`src/iop_pkg.sv`:
```
/*
 * Shared constants for the I/O port configuration block: register map,
 * per-port bit masks and reset value.
 * Assumes it is compiled before every other file of the block.
 */
package iop_pkg;
    localparam int NUM_PORTS = 4;
    localparam int PORT_W = 8;
    localparam int ADDR_W = 8;
    localparam int MODE_PORTS = 2;

    typedef logic [NUM_PORTS-1:0][PORT_W-1:0] iop_bank_t;

    localparam logic [7:0] REG_RESET = 8'h00;

    // config space layout: bits 5:4 pick the port, bits 3:0 the register
    localparam logic [1:0] PORT_SPACE = 2'h0;
    localparam logic [3:0] OFS_DATA_IN = 4'h0;
    localparam logic [3:0] OFS_DATA_OUT = 4'h1;
    localparam logic [3:0] OFS_DIR = 4'h2;
    localparam logic [3:0] OFS_DRIVE = 4'h3;
    localparam logic [3:0] OFS_MODE = 4'h4;
    localparam logic [3:0] OFS_ENABLE_OUT = 4'h5;
    localparam logic [ADDR_W-1:0] MISC_ADDR = 8'h40;
    localparam int PERIPH_BIT = 7;

    // index 0 is the first port, index 3 the three-pin port
    localparam iop_bank_t PORT_MASK = {8'h07, 8'hFF, 8'hFF, 8'hFF};
    localparam iop_bank_t OD_MASK = {8'h00, 8'hFF, 8'hF0, 8'hF0};
    localparam iop_bank_t SLEW_MASK = {8'h07, 8'h00, 8'h0F, 8'h0F};
    localparam iop_bank_t DRIVE_MASK = {8'h07, 8'hFF, 8'hFF, 8'hFF};
endpackage

```
`src/iop_pin_if.sv`:
```
/*
 * Carrier between the register/control logic and one port's pin logic.
 * Assumes one instance per port, all eight bits wide.
 */
interface iop_pin_if;
    logic [7:0] dir;
    logic [7:0] mode;
    logic [7:0] dout;
    logic [7:0] oe_term;
    logic [7:0] addr;
    logic [7:0] ovr_en;
    logic [7:0] ovr_out;
    logic [7:0] ovr_oe;
    logic [7:0] od;
    logic [7:0] pin_out;
    logic [7:0] pin_oe_n;
    logic [7:0] drv_en;

    modport port (
        input dir, mode, dout, oe_term, addr, ovr_en, ovr_out, ovr_oe, od,
        output pin_out, pin_oe_n, drv_en
    );
    modport ctl (
        output dir, mode, dout, oe_term, addr, ovr_en, ovr_out, ovr_oe, od,
        input pin_out, pin_oe_n, drv_en
    );
endinterface

```
`src/iop_port.sv`:
```
/*
 * Pin logic of one port: output mux, driver enable, open-drain handling.
 * Assumes configuration arrives already masked to the bits the port has.
 */
module iop_port #(
    parameter bit HAS_MODE = 1'b1
) (
    input wire logic clk_i,
    input wire logic rst_i,
    iop_pin_if.port pif
);
    import iop_pkg::*;

    logic [7:0] eff_mode;
    logic [7:0] sel_data;
    logic [7:0] en;
    logic [7:0] val;
    logic [7:0] nxt_out;
    logic [7:0] nxt_oe_n;
    logic [7:0] out_ff;
    logic [7:0] oe_n_ff;

    always_comb begin
        eff_mode = HAS_MODE ? pif.mode : 8'h00;
        pif.drv_en = pif.dir | pif.oe_term;
        sel_data = (eff_mode & pif.addr) | (~eff_mode & pif.dout);
        en = (pif.ovr_en & pif.ovr_oe) | (~pif.ovr_en & pif.drv_en);
        val = (pif.ovr_en & pif.ovr_out) | (~pif.ovr_en & sel_data);
        // open drain only ever sinks: a high value releases the pin
        nxt_oe_n = ~(en & ~(pif.od & val));
        nxt_out = val & ~pif.od;
    end

    always_ff @(posedge clk_i) begin
        if (rst_i) begin
            out_ff <= REG_RESET;
            oe_n_ff <= 8'hFF;
        end else begin
            out_ff <= nxt_out;
            oe_n_ff <= nxt_oe_n;
        end
    end

    assign pif.pin_out = out_ff;
    assign pif.pin_oe_n = oe_n_ff;

    dir_drives_a: assert property (@(posedge clk_i) disable iff (rst_i)
        (pif.ovr_en[0] == 1'b0 && pif.od[0] == 1'b0 && pif.drv_en[0]) |=> !pif.pin_oe_n[0])
        else $error("enabled pin 0 not driven");
    input_float_a: assert property (@(posedge clk_i) disable iff (rst_i)
        (pif.ovr_en[1] == 1'b0 && pif.dir[1] == 1'b0 && pif.oe_term[1] == 1'b0) |=> pif.pin_oe_n[1])
        else $error("input pin 1 driven");
    od_no_high_a: assert property (@(posedge clk_i) disable iff (rst_i)
        $past(pif.od[7]) |-> (pif.pin_out[7] == 1'b0))
        else $error("open drain pin drove high");
    mode_addr_a: assert property (@(posedge clk_i) disable iff (rst_i)
        (HAS_MODE && pif.mode[2] && pif.ovr_en[2] == 1'b0 && pif.od[2] == 1'b0)
        |=> (pif.pin_out[2] == $past(pif.addr[2])))
        else $error("address mode pin 2 not carrying address");
endmodule

```
`src/iop_top.sv`:
```
/*
 * Configuration and mode logic of four I/O ports (three of eight pins, one of
 * three pins): config registers, address latching, data port, peripheral
 * buffer and scan pin multiplexing.
 * Assumes all inputs are synchronous to clk_i and that the MCU strobes the
 * config space for one cycle per access.
 */
import iop_pkg::*;

// What this block does
// - mode bit 0 gives general I/O, 1 gives latched address output.
// - only first two ports have mode select; others stay general I/O.
// - direction bit 1 makes output, 0 makes input without oe term.
// - driver enable is direction bit OR output-enable product term.
// - all configuration registers clear to zero at reset.
// - three-pin port direction keeps only its three low bits.
// - bit n of each register acts on pin n of its port.
// - drive-select bit 1 makes open-drain pins sink only.
// - drive-select bit 1 selects fast edges on slew-capable pins.
// - per-port split of open-drain and slew bits in drive select.
// - address out carries a7-a0; non-multiplexed bus uses second port only.
// - pins of the first three ports are captured in input latches on the address strobe.
// - data port mode gives first port to the MCU data bus.
// - misc register bit 7 turns first port into bidirectional buffer.
// - peripheral buffer is tri-stated unless a select term is active.
// - scan pins enabled by select term, stored setting or scan enable.
// - scan functions share third-port pins with other functions.
// - registers reached by plain bus reads and writes, read back as written.
// - data-in read returns the live pin levels.
// - output data register holds, drives and reads back its value.
module iop_top #(
    parameter logic [7:0] SCAN_PIN_MASK = 8'h0F
) (
    input wire logic clk_i,
    input wire logic rst_i,
    input wire logic cfg_sel_i,
    input wire logic bus_rd_i,
    input wire logic bus_wr_i,
    input wire logic [iop_pkg::ADDR_W-1:0] bus_addr_i,
    input wire logic [7:0] bus_wdata_i,
    output logic [7:0] cfg_rdata_o,
    output logic [7:0] ext_rdata_o,
    input wire logic address_strobe_i,
    input wire logic muxed_bus_i,
    input wire logic data_port_mode_i,
    input wire logic periph_select_term_a_i,
    input wire logic periph_select_term_b_i,
    input wire logic scan_pin_select_term_i,
    input wire logic scan_nv_enable_i,
    input wire logic scan_enable_i,
    input wire logic [7:0] scan_out_i,
    input wire logic [7:0] scan_oe_i,
    output logic scan_active_o,
    input wire logic [7:0] oe_term_a_i,
    input wire logic [7:0] oe_term_b_i,
    input wire logic [7:0] oe_term_c_i,
    input wire logic [2:0] oe_term_d_i,
    input wire logic [7:0] pin_a_i,
    output logic [7:0] pin_a_o,
    output logic [7:0] pin_a_oe_n_o,
    input wire logic [7:0] pin_b_i,
    output logic [7:0] pin_b_o,
    output logic [7:0] pin_b_oe_n_o,
    input wire logic [7:0] pin_c_i,
    output logic [7:0] pin_c_o,
    output logic [7:0] pin_c_oe_n_o,
    input wire logic [2:0] pin_d_i,
    output logic [2:0] pin_d_o,
    output logic [2:0] pin_d_oe_n_o,
    output logic [31:0] open_drain_o,
    output logic [31:0] fast_slew_o,
    output logic [23:0] input_macrocell_o
);
    import iop_pkg::*;

    iop_bank_t dout_ff;
    iop_bank_t dir_ff;
    iop_bank_t drive_ff;
    logic [MODE_PORTS-1:0][7:0] mode_ff;
    logic [7:0] misc_config_reg_ff;
    logic [7:0] rdata_ff;
    logic [7:0] ext_rdata_ff;
    logic strobe_q_ff;
    logic [7:0] addr_lat_ff;
    logic [2:0][7:0] imc_ff;

    iop_bank_t nxt_dout;
    iop_bank_t nxt_dir;
    iop_bank_t nxt_drive;
    logic [MODE_PORTS-1:0][7:0] nxt_mode;
    logic [7:0] nxt_misc_config_reg;
    logic [7:0] nxt_rdata;
    logic [7:0] nxt_ext_rdata;
    logic nxt_strobe_q;
    logic [7:0] nxt_addr_lat;
    logic [2:0][7:0] nxt_imc;

    iop_bank_t pin_in;
    iop_bank_t oe_term;
    iop_bank_t addr_bank;
    iop_bank_t ovr_en;
    iop_bank_t ovr_out;
    iop_bank_t ovr_oe;
    iop_bank_t drv_en;
    iop_bank_t pin_out;
    iop_bank_t pin_oe_n;

    logic port_hit;
    logic misc_hit;
    logic [1:0] port_sel;
    logic [3:0] reg_sel;
    logic strobe_rise;
    logic ext_wr;
    logic periph_buffer_enable_bit;
    logic periph_sel;
    logic scan_en;
    logic [7:0] rd_val;

    assign pin_in = {{5'h00, pin_d_i}, pin_c_i, pin_b_i, pin_a_i};
    assign oe_term = {{5'h00, oe_term_d_i}, oe_term_c_i, oe_term_b_i, oe_term_a_i};

    assign port_sel = bus_addr_i[5:4];
    assign reg_sel = bus_addr_i[3:0];
    assign port_hit = cfg_sel_i && (bus_addr_i[7:6] == PORT_SPACE);
    assign misc_hit = cfg_sel_i && (bus_addr_i == MISC_ADDR);
    assign strobe_rise = address_strobe_i && !strobe_q_ff;
    // cycles outside the config space are the external data cycles
    assign ext_wr = bus_wr_i && !cfg_sel_i;
    assign periph_buffer_enable_bit = misc_config_reg_ff[PERIPH_BIT];
    assign periph_sel = periph_select_term_a_i || periph_select_term_b_i;
    assign scan_en = scan_pin_select_term_i || scan_nv_enable_i || scan_enable_i;

    // register read mux: unmapped offsets and missing bits read as zero
    always_comb begin
        rd_val = 8'h00;
        if (misc_hit) begin
            rd_val = misc_config_reg_ff;
        end else if (port_hit) begin
            unique case (reg_sel)
                OFS_DATA_IN: rd_val = pin_in[port_sel] & PORT_MASK[port_sel];
                OFS_DATA_OUT: rd_val = dout_ff[port_sel];
                OFS_DIR: rd_val = dir_ff[port_sel];
                OFS_DRIVE: rd_val = drive_ff[port_sel];
                OFS_MODE: rd_val = port_sel[1] ? 8'h00 : mode_ff[port_sel[0]];
                OFS_ENABLE_OUT: rd_val = drv_en[port_sel] & PORT_MASK[port_sel];
                default: rd_val = 8'h00;
            endcase
        end
    end

    always_comb begin
        nxt_dout = dout_ff;
        nxt_dir = dir_ff;
        nxt_drive = drive_ff;
        nxt_mode = mode_ff;
        nxt_misc_config_reg = misc_config_reg_ff;
        nxt_rdata = rdata_ff;
        nxt_ext_rdata = pin_a_i;
        nxt_strobe_q = address_strobe_i;
        nxt_addr_lat = addr_lat_ff;
        nxt_imc = imc_ff;
        if (bus_wr_i && misc_hit) begin
            nxt_misc_config_reg = bus_wdata_i;
        end else if (bus_wr_i && port_hit) begin
            unique case (reg_sel)
                OFS_DATA_OUT: nxt_dout[port_sel] = bus_wdata_i & PORT_MASK[port_sel];
                OFS_DIR: nxt_dir[port_sel] = bus_wdata_i & PORT_MASK[port_sel];
                OFS_DRIVE: nxt_drive[port_sel] = bus_wdata_i & DRIVE_MASK[port_sel];
                OFS_MODE: begin
                    if (!port_sel[1]) begin
                        nxt_mode[port_sel[0]] = bus_wdata_i;
                    end
                end
                default: begin
                end
            endcase
        end
        if (bus_rd_i && cfg_sel_i) begin
            nxt_rdata = rd_val;
        end
        // one capture per strobe; the low address byte is held for address out
        if (strobe_rise) begin
            nxt_addr_lat = bus_addr_i[7:0];
            nxt_imc = {pin_c_i, pin_b_i, pin_a_i};
        end
    end

    always_ff @(posedge clk_i) begin
        if (rst_i) begin
            dout_ff <= '0;
            dir_ff <= '0;
            drive_ff <= '0;
            mode_ff <= '0;
            misc_config_reg_ff <= REG_RESET;
            rdata_ff <= REG_RESET;
            ext_rdata_ff <= REG_RESET;
            strobe_q_ff <= 1'b0;
            addr_lat_ff <= REG_RESET;
            imc_ff <= '0;
        end else begin
            dout_ff <= nxt_dout;
            dir_ff <= nxt_dir;
            drive_ff <= nxt_drive;
            mode_ff <= nxt_mode;
            misc_config_reg_ff <= nxt_misc_config_reg;
            rdata_ff <= nxt_rdata;
            ext_rdata_ff <= nxt_ext_rdata;
            strobe_q_ff <= nxt_strobe_q;
            addr_lat_ff <= nxt_addr_lat;
            imc_ff <= nxt_imc;
        end
    end

    // bus modes own the first port; scan takes only its chosen third-port pins
    always_comb begin
        addr_bank = '0;
        ovr_en = '0;
        ovr_out = '0;
        ovr_oe = '0;
        addr_bank[0] = muxed_bus_i ? addr_lat_ff : dout_ff[0];
        addr_bank[1] = addr_lat_ff;
        if (data_port_mode_i) begin
            ovr_en[0] = 8'hFF;
            ovr_out[0] = bus_wdata_i;
            ovr_oe[0] = {8{ext_wr}};
        end else if (periph_buffer_enable_bit) begin
            ovr_en[0] = 8'hFF;
            ovr_out[0] = bus_wdata_i;
            ovr_oe[0] = {8{periph_sel && ext_wr}};
        end
        ovr_en[2] = SCAN_PIN_MASK & {8{scan_en}};
        ovr_out[2] = scan_out_i;
        ovr_oe[2] = scan_oe_i;
    end

    iop_pin_if pif[NUM_PORTS] ();

    for (genvar g = 0; g < NUM_PORTS; g++) begin : g_port
        assign pif[g].dir = dir_ff[g];
        assign pif[g].mode = (g < MODE_PORTS) ? mode_ff[g % MODE_PORTS] : 8'h00;
        assign pif[g].dout = dout_ff[g];
        assign pif[g].oe_term = oe_term[g] & PORT_MASK[g];
        assign pif[g].addr = addr_bank[g];
        assign pif[g].ovr_en = ovr_en[g];
        assign pif[g].ovr_out = ovr_out[g];
        assign pif[g].ovr_oe = ovr_oe[g];
        assign pif[g].od = drive_ff[g] & OD_MASK[g];
        assign pin_out[g] = pif[g].pin_out;
        assign pin_oe_n[g] = pif[g].pin_oe_n;
        assign drv_en[g] = pif[g].drv_en;
        assign open_drain_o[g*8 +: 8] = drive_ff[g] & OD_MASK[g];
        assign fast_slew_o[g*8 +: 8] = drive_ff[g] & SLEW_MASK[g];
        iop_port #(
            .HAS_MODE(g < MODE_PORTS)
        ) u_port (
            .clk_i(clk_i),
            .rst_i(rst_i),
            .pif(pif[g])
        );
    end

    assign pin_a_o = pin_out[0];
    assign pin_a_oe_n_o = pin_oe_n[0];
    assign pin_b_o = pin_out[1];
    assign pin_b_oe_n_o = pin_oe_n[1];
    assign pin_c_o = pin_out[2];
    assign pin_c_oe_n_o = pin_oe_n[2];
    assign pin_d_o = pin_out[3][2:0];
    assign pin_d_oe_n_o = pin_oe_n[3][2:0];
    assign cfg_rdata_o = rdata_ff;
    assign ext_rdata_o = ext_rdata_ff;
    assign scan_active_o = scan_en;
    assign input_macrocell_o = imc_ff;

    dir_readback_a: assert property (@(posedge clk_i) disable iff (rst_i)
        (bus_wr_i && port_hit && reg_sel == OFS_DIR && port_sel == 2'h1)
        ##1 (bus_rd_i && port_hit && reg_sel == OFS_DIR && port_sel == 2'h1 && !bus_wr_i)
        |=> (cfg_rdata_o == $past(bus_wdata_i, 2)))
        else $error("direction read back differs from write");
    d_dir_width_a: assert property (@(posedge clk_i) disable iff (rst_i)
        dir_ff[3][7:3] == 5'h00)
        else $error("three-pin port direction upper bits set");
    reset_clear_a: assert property (@(posedge clk_i)
        $past(rst_i) |-> (dir_ff == '0 && mode_ff == '0 && drive_ff == '0 && pin_a_oe_n_o == 8'hFF))
        else $error("configuration not cleared by reset");
    data_in_a: assert property (@(posedge clk_i) disable iff (rst_i)
        (bus_rd_i && port_hit && reg_sel == OFS_DATA_IN && port_sel == 2'h2)
        |=> (cfg_rdata_o == $past(pin_c_i)))
        else $error("data-in read not the pin level");
    addr_latch_a: assert property (@(posedge clk_i) disable iff (rst_i)
        strobe_rise |=> (addr_lat_ff == $past(bus_addr_i) && imc_ff[1] == $past(pin_b_i)))
        else $error("address strobe capture missed");
    periph_tristate_a: assert property (@(posedge clk_i) disable iff (rst_i)
        (periph_buffer_enable_bit && !data_port_mode_i && !periph_sel) |=> (pin_a_oe_n_o == 8'hFF))
        else $error("peripheral buffer driven without select");
    data_port_a: assert property (@(posedge clk_i) disable iff (rst_i)
        (data_port_mode_i && ext_wr) |=> (pin_a_oe_n_o == 8'h00 || drive_ff[0][7:4] != 4'h0))
        else $error("data port did not drive the write cycle");
    scan_mux_a: assert property (@(posedge clk_i) disable iff (rst_i)
        (scan_en && scan_oe_i[0] && !scan_out_i[0] && SCAN_PIN_MASK[0])
        |=> (pin_c_oe_n_o[0] == 1'b0 && pin_c_o[0] == 1'b0))
        else $error("scan pin 0 not handed to scan logic");
    nonmux_addr_a: assert property (@(posedge clk_i) disable iff (rst_i)
        (!muxed_bus_i && mode_ff[0][3] && dir_ff[0][3] && !data_port_mode_i
         && !periph_buffer_enable_bit && !drive_ff[0][7])
        |=> (pin_a_o[3] == $past(dout_ff[0][3])))
        else $error("first port carried address on non-multiplexed bus");
endmodule

```
`config.mk`:
```
export PLATFORM = sky130hd
export DESIGN_NAME = iop_top
export DESIGN_NICKNAME = d
export VERILOG_FILES = /design/src/iop_pkg.sv /design/src/iop_pin_if.sv /design/src/iop_port.sv /design/src/iop_top.sv
export SDC_FILE = /design/constraint.sdc
export NUM_CORES = 1
export LEC_CHECK = 0
export BUFFER_PORTS_ARGS = -buffer_cell sky130_fd_sc_hd__buf_2
export CORE_AREA = 4 4 205 107
export DETAILED_ROUTE_END_ITERATION = 12
export DIE_AREA = 0 0 209 111
export PLACE_DENSITY = 0.75
export SYNTH_ARGS = -nofsm -noshare
export SYNTH_HDL_FRONTEND = slang
export SYNTH_SLANG_ARGS = --single-unit
export TNS_END_PERCENT = 10
```
`constraint.sdc`:
```
create_clock -name clk_i -period 2.1 [get_ports clk_i]
set_clock_uncertainty 0.1 [all_clocks]
set_input_delay 0.105 -clock clk_i [delete_from_list [all_inputs] [get_ports clk_i]]
set_output_delay 0.105 -clock clk_i [all_outputs]
set_load 0.01 [all_outputs]
```
==> results.py, run 1 <==
metrics = {
    "clocking": {
        "cts.path.max_buffers": 3,
        "clk_pin_slew_ps": 70,
        "h-tree-depth": 1,
        "cts_num_sinks": 223,
        "cts_tree": "yes",
        "numCtsBuffers": 20,
        "ctsResizeCount": 0,
        "clockRootBuffer": "clkbuf_16",
        "worstSkewPairLatency_ps": 500,
    },
    "final_layout": {
        "antenna_cells": 0,
        "final_nets": 1418,
        "final_cells": 1605,
        "area_growth_pct": 25.99,
        "fillers": 1726,
        "drive_gt1_frac": 0.2635,
    },
    "route": {
        "drt_first_pass_iters": 5,
        "drtIter0Drc": 1128,
        "num_vias": 8997,
        "route.antenna.remaining_nets": 0,
        "wl_per_cell_um": 20.14,
        "drc": 0,
        "routed_wl_mm": 32.33,
        "via_per_inst": 5.606,
    },
    "sta": {
        "relSlewSlack": 0.4931,
        "finalMaxSlewViolations": 0,
        "tns_ps": 0,
        "finalSetupViolCount": 0,
        "worstMarginPinSlew_ps": 757.6,
        "hold_violations": 0,
        "rsz0062_at_grt": "no",
        "fmax_mhz": 502.4,
        "finalCritPeriodShare": 0.9479,
        "min_period_ps": 1991,
    },
    "synthesis": {
        "ys_types": 53,
        "avgSynthCellArea_um2": 9.245,
        "async_flop_share": 0,
        "synthTopCellsByArea": "dfxtp_1, mux4_2, mux2i_1",
        "ys_ff_latch": 223,
        "synth_common_cells": "dfxtp_1, nand2_1, a21oi_1, buf_4, nor2_1",
        "yosysSeqAreaShare": 0.4496,
        "synthFlopType": "dfxtp_1",
        "ys.warnings.count": 0,
        "synth_top_area_cell": "dfxtp_1",
        "synthesis.area_mm2": 0.009930,
        "synth_edf_count": 0,
        "yosysMostFrequentCell": "dfxtp_1",
        "syn_inst": 1074,
        "synth_top_area_frac": 0.4496,
    },
    "die": {
        "die_y_um": 111,
        "ioPinCount": 258,
        "core_area_mm2": 0.02018,
        "initial_core_util": 0.4919,
        "placementRows": 37,
        "fp.dieW_um": 209,
        "design.die.area_mm2": 0.02320,
    },
    "worst_setup_path": {
        "reg2reg_depth": 4,
        "cp.arrival_ps": 2270,
        "cp_slowest_cell": "dlygate4sd3_1",
        "critPathLaunchType": "input pin",
        "worstReg2RegEnd": "g_port[0].u_port.pif.pin_out[3]",
        "crit_fanout": 8,
        "worstPathCellList": "dlygate4sd3_1, buf_2, nand4bb_1, nor3b_2, buf_4, nand2_2, mux2i_1, nor2_1",
        "ff2ff_setup_slack_ps": 180,
        "criticalPathCategory": "input pin to flip-flop",
        "cp-end-kind": "flip-flop",
        "cp.required_ps": 2380,
        "max_stage_delay_ps": 530,
        "timing.rr.start": "misc_config_reg_ff[7]",
    },
    "placed_design": {
        "hpwl_mm": 23.34,
        "port_buffers": 212,
        "gp_congestion": 0.9158,
        "dp.cells": 1492,
    },
    "grt": {
        "grt_antenna_before_repair": 0,
        "grt_pass1_vias": 8515,
        "track_usage": 0.2669,
        "grt_pass1_wl_mm": 49.73,
        "grt_overflow": 0,
        "grt_max_degree": 54,
    },
    "power": {
        "power_density_mw_per_mm2": 746.1,
        "p_leak_nw": 5.445,
        "ir_worst_vdd_mv": 0.5297,
    },
    "min_path": {
        "min_from": "scan_enable_i",
        "holdPathEnd": "g_port[2].u_port.pif.pin_out[3]",
        "hp-class": "input pin to flip-flop",
        "holdPathStages": 5,
    },
    "flow_run": {
        "maxCapViolCount": 0,
    },
    "status": {
        "run_status": "complete, no violations",
    },
}
power breakdown:
group	internal, W	switching, W
registers	0.00432	0.0000364
logic	0.000413	0.000559
clock network	0.00237	0.00164
total	0.00710	0.00223
registers in the layout (all words and copies together), names as in the netlist:
signal,cells
addr_lat_ff,8
cfg_rdata_o,8
drive_ff,5
ext_rdata_o,8
fast_slew_o,11
g_port.u_port.pif.pin_oe_n,27
g_port.u_port.pif.pin_out,27
input_macrocell_o,24
misc_config_reg_ff,8
open_drain_o,8
pif.dir,32
pif.dout,32
pif.mode,16
pif.od,8
strobe_q_ff,1
worst max-delay path, delay by kind of cell:
kind,cells,cell delay (ps)
mux,1,240
buf+inv,3,890
simple gates,4,1020
cell families after synthesis:
group	share of synthesized area
other	0.0003777
buffers and inverters	0.09375
AOI/OAI and AO/OA	0.1232
xor gates and xnor gates	0.0008822
DFF	0.4496
and+or+nand+nor	0.1896
muxes	0.1425
cell usage in the layout, fill, tap and decap left out, types with 4 or more instances in the layout:
cell	instances
a21o_1	4
nand2_2	11
clkbuf_8	5
nor4_1	5
buf_12	9
clkinv_2	4
inv_1	4
o211ai_1	12
and3_1	16
mux2i_1	66
nand2_1	159
nor3_1	6
mux4_2	30
a2111oi_0	4
nand3_1	64
o221ai_1	4
dfxtp_1	223
mux2_2	7
o21ai_0	18
nand2b_1	9
dlygate4sd3_1	76
o21ai_1	8
buf_2	210
conb_1	37
a311oi_1	4
nor2b_1	13
o31ai_1	9
a211o_1	4
clkbuf_16	21
a22oi_1	8
nor2_1	76
a2111o_1	4
nor3b_1	8
a21oi_1	120
buf_4	38
nor4b_1	5
final cells by class:
| class | instances | area [um2] | share of cell area |
|---|---|---|---|
| multi-input cells | 736 | 4693 | 0.3751 |
| flip-flops and latches | 223 | 4464 | 0.3568 |
| repair buffers | 333 | 2277 | 0.1820 |
| clock buffers | 27 | 598.1 | 0.04780 |
| well taps | 273 | 341.6 | 0.02730 |
| clock inverters | 8 | 117.6 | 0.009401 |
| inverters | 5 | 18.77 | 0.001500 |
metal layers:
layer,global-route usage,vias to the layer above,wire length [um],part of all wire
met5,0,-,0,0
met4,0.04344,0,427,0.013
met3,0.06927,41,3383,0.10
met2,0.3926,467,13990,0.43
met1,0.4015,4334,14530,0.45
li1,-,4155,-,-
per-stage QoR:
stage / total power (W) / util / hold slack [ps] / instance area, um2 / setup WS [ps]
floorplan: 0.004977 / - / 105.4 / 10060 / 454.6
global placement: 0.005285 / 0.5459 / 212.8 / 11020 / 201.4
detailed placement: 0.005296 / 0.5459 / 215.0 / 11020 / 134.0
CTS: 0.009341 / 0.6191 / 55.86 / 12500 / 84.67
global route: 0.009630 / 0.6198 / 86.81 / 12510 / 3.128
finish: 0.009335 / 0.6198 / 75.79 / 12510 / 109.5
repair_timing:
action	CTS	global route
endpoints found under the setup margin	0	5
setup buffers	0	2
hold buffers	76	0
endpoints found under the hold margin	182	0
worst max path at each step:
stage / from / slack [ps] / cells past startpoint / to
after floorplan: misc_config_reg_ff[7] / 450 / 5 / g_port[0].u_port.pif.pin_oe_n[7]
after global placement: misc_config_reg_ff[7] / 200 / 4 / g_port[0].u_port.pif.pin_out[7]
after detailed placement: bus_addr_i[5] / 130 / 6 / pif[3].dir[3]
after CTS: bus_addr_i[7] / 80 / 7 / pif[2].dir[4]
after global routing: bus_addr_i[2] / 3 / 7 / cfg_rdata_o[0]
final: bus_addr_i[7] / 110 / 8 / pif[1].dir[4]
(Power assumes the default switching activity.)
==> run 2: changes to the inputs <==
- BUFFER_PORTS_ARGS: -buffer_cell sky130_fd_sc_hd__buf_2 -> unset
- DONT_BUFFER_PORTS: unset -> 1
- PLACE_DENSITY: 0.75 -> unset
==> results.py, run 2 (synthesis results as in run 1) <==
metrics = {
    "clocking": {
        "numCtsBuffers": 21,
        "cts_num_sinks": 223,
        "cts_tree": "yes",
        "h-tree-depth": 1,
        "cts.path.max_buffers": 3,
        "clockRootBuffer": "clkbuf_16",
        "clk_pin_slew_ps": 70,
        "worstSkewPairLatency_ps": 520,
    },
    "route": {
        "drt_first_pass_iters": 5,
        "drc": 0,
        "wl_per_cell_um": 23.97,
        "route.antenna.remaining_nets": 0,
        "routed_wl_mm": 35.17,
        "num_vias": 8604,
        "drtIter0Drc": 905,
        "via_per_inst": 5.865,
    },
    "sta": {
        "tns_ps": -84.56,
        "finalCritPeriodShare": 1.014,
        "min_period_ps": 2130,
        "hold_violations": 1,
        "rsz0062_at_grt": "yes",
        "fmax_mhz": 469.5,
        "worst_slack_ps": -29.84,
        "relSlewSlack": 0.4710,
        "finalSetupViolCount": 4,
        "worstMarginPinSlew_ps": 773.5,
        "hold_ws_ps": -4.105,
        "finalMaxSlewViolations": 0,
    },
    "final_layout": {
        "drive_gt1_frac": 0.1047,
        "final_util": 0.6078,
        "antenna_cells": 0,
        "multi_input_area_mm2": 0.004718,
        "area_growth_pct": 23.55,
        "final_nets": 1278,
        "seq_area_mm2": 0.004464,
        "final_cell_mix": "dfxtp_1, dlygate4sd3_1, nand2_1, a21oi_1, nor2_1",
        "layout_commonest_cell": "dfxtp_1",
        "fillers": 1771,
    },
    "grt": {
        "grt_max_degree": 107,
        "met2_usage": 0.4174,
        "grt_pass1_vias": 8415,
        "grt_util_met3": 0.1029,
        "use_met1": 0.4272,
        "grt_pass1_wl_mm": 53.11,
        "grt_antenna_before_repair": 1,
        "busiest_layer": "met1",
        "track_usage": 0.2922,
        "grt_overflow": 0,
    },
    "die": {
        "core_area_mm2": 0.02018,
        "placementRows": 37,
        "die_y_um": 111,
        "initial_core_util": 0.4919,
        "design.die.area_mm2": 0.02320,
        "fp.dieW_um": 209,
        "ioPinCount": 258,
    },
    "power": {
        "p_leak_nw": 5.065,
        "p_int_w": 0.007321,
        "p_sw_frac": 0.2349,
        "combPwrFrac": 0.069,
        "power_density_mw_per_mm2": 779.9,
        "p_clk_frac": 0.469,
        "power.share.sequential": 0.463,
        "ir_worst_vdd_mv": 0.4876,
        "power_switching_w": 0.002247,
    },
    "placed_design": {
        "hpwl_mm": 21.45,
        "place_ws_ps": 335.8,
        "gp_congestion": 0.8472,
        "port_buffers": 0,
    },
    "worst_setup_path": {
        "worstPathCellList": "dlygate4sd3_1, nor4b_4, buf_12, nand2_2, mux2i_1, nor2_1, dlygate4sd3_1",
        "crit_family": "buffers and inverters",
        "critPathBufInv": 3,
        "max_stage_delay_ps": 650,
        "critPathLaunchType": "input pin",
        "cp.arrival_ps": 2440,
        "cp_common_cell": "dlygate4sd3_1",
        "criticalPathCategory": "input pin to flip-flop",
        "cp_slowest_cell": "dlygate4sd3_1",
        "crit_fanout": 14,
        "cp.required_ps": 2410,
        "cp-end-kind": "flip-flop",
    },
    "status": {
        "run_status": "finished, violations left",
        "violations": "negative hold slack, negative setup slack",
    },
    "flow_run": {
        "maxCapViolCount": 0,
    },
    "min_path": {
        "hp-class": "input pin to flip-flop",
    },
}
run 2: changes by cell type in the layout (fill, tap and decap cells not counted), moves of 2 or more:
cell | before | now
nand2_2 | 11 | 9
buf_4 | 38 | 21
nand2_4 | 0 | 3
bufinv_16 | 3 | 6
buf_2 | 210 | 0
clkinvlp_4 | 1 | 3
clkbuf_8 | 5 | 3
buf_12 | 9 | 2
dlymetal6s4s_1 | 0 | 2
dlygate4sd3_1 | 76 | 164
run 2: final timing paths:
kind / from / end / slack, ps / depth (start not counted)
worst min-delay path: bus_addr_i[0] / addr_lat_ff[0] / -4 / 3
worst min register to register: addr_lat_ff[1] / addr_lat_ff[1] / 380 / 2
worst max register to register: misc_config_reg_ff[7] / g_port[0].u_port.pif.pin_oe_n[3] / 100 / 5
worst max-delay path: bus_addr_i[2] / pif[0].dir[5] / -30 / 7
run 2: layer usage:
layer	part of all wire	wire, um
met2	0.42	14870
met1	0.43	15220
met4	0.019	653
met3	0.13	4426
met5	0	0
run 2: timing repair:
action | in CTS | in global routing
setup buffers | 0 | 1
endpoints found under the hold margin | 208 | 0
hold buffers | 167 | 0
setup endpoints to repair | 0 | 31
resized for setup | 0 | 9
run 2: worst min-delay path: cells and delay by family:
kind                   cells  cell delay [ps]
buffers and inverters      1              320
and+or+nand+nor            1               90
AOI/OAI and AO/OA          1               60
run 2: cell type report:
cell class / instances / area share
clock buffers: 25 / 0.04651
clock inverters: 13 / 0.01846
inverters: 5 / 0.001530
multi-input cells: 736 / 0.3846
flip-flops and latches: 223 / 0.3639
well taps: 273 / 0.02784
repair buffers: 192 / 0.1572
run 2: through the flow:
step                power [W]  area (um2)  hold slack (ps)  std cells
floorplan            0.004977       10060            105.4       1110
global placement     0.004909        9716            86.15       1260
detailed placement   0.004912        9716            86.82       1260
CTS                  0.009572       12200            2.633       1465
global route         0.009840       12270            29.99       1467
finish               0.009568       12270           -4.105       1467
run 2: power by group through the flow:
| stage | Combinational, W | Sequential (W) | Clock (W) |
|---|---|---|---|
| 4_1_cts | 0.000633 | 0.00443 | 0.00451 |
| 3_5_place_dp | 0.000387 | 0.00452 | 0 |
| 6_report | 0.000658 | 0.00443 | 0.00448 |
| 3_3_place_gp | 0.000385 | 0.00452 | 0 |
| 5_1_grt | 0.000702 | 0.00443 | 0.00470 |
| 2_1_floorplan | 0.000478 | 0.00450 | 0 |
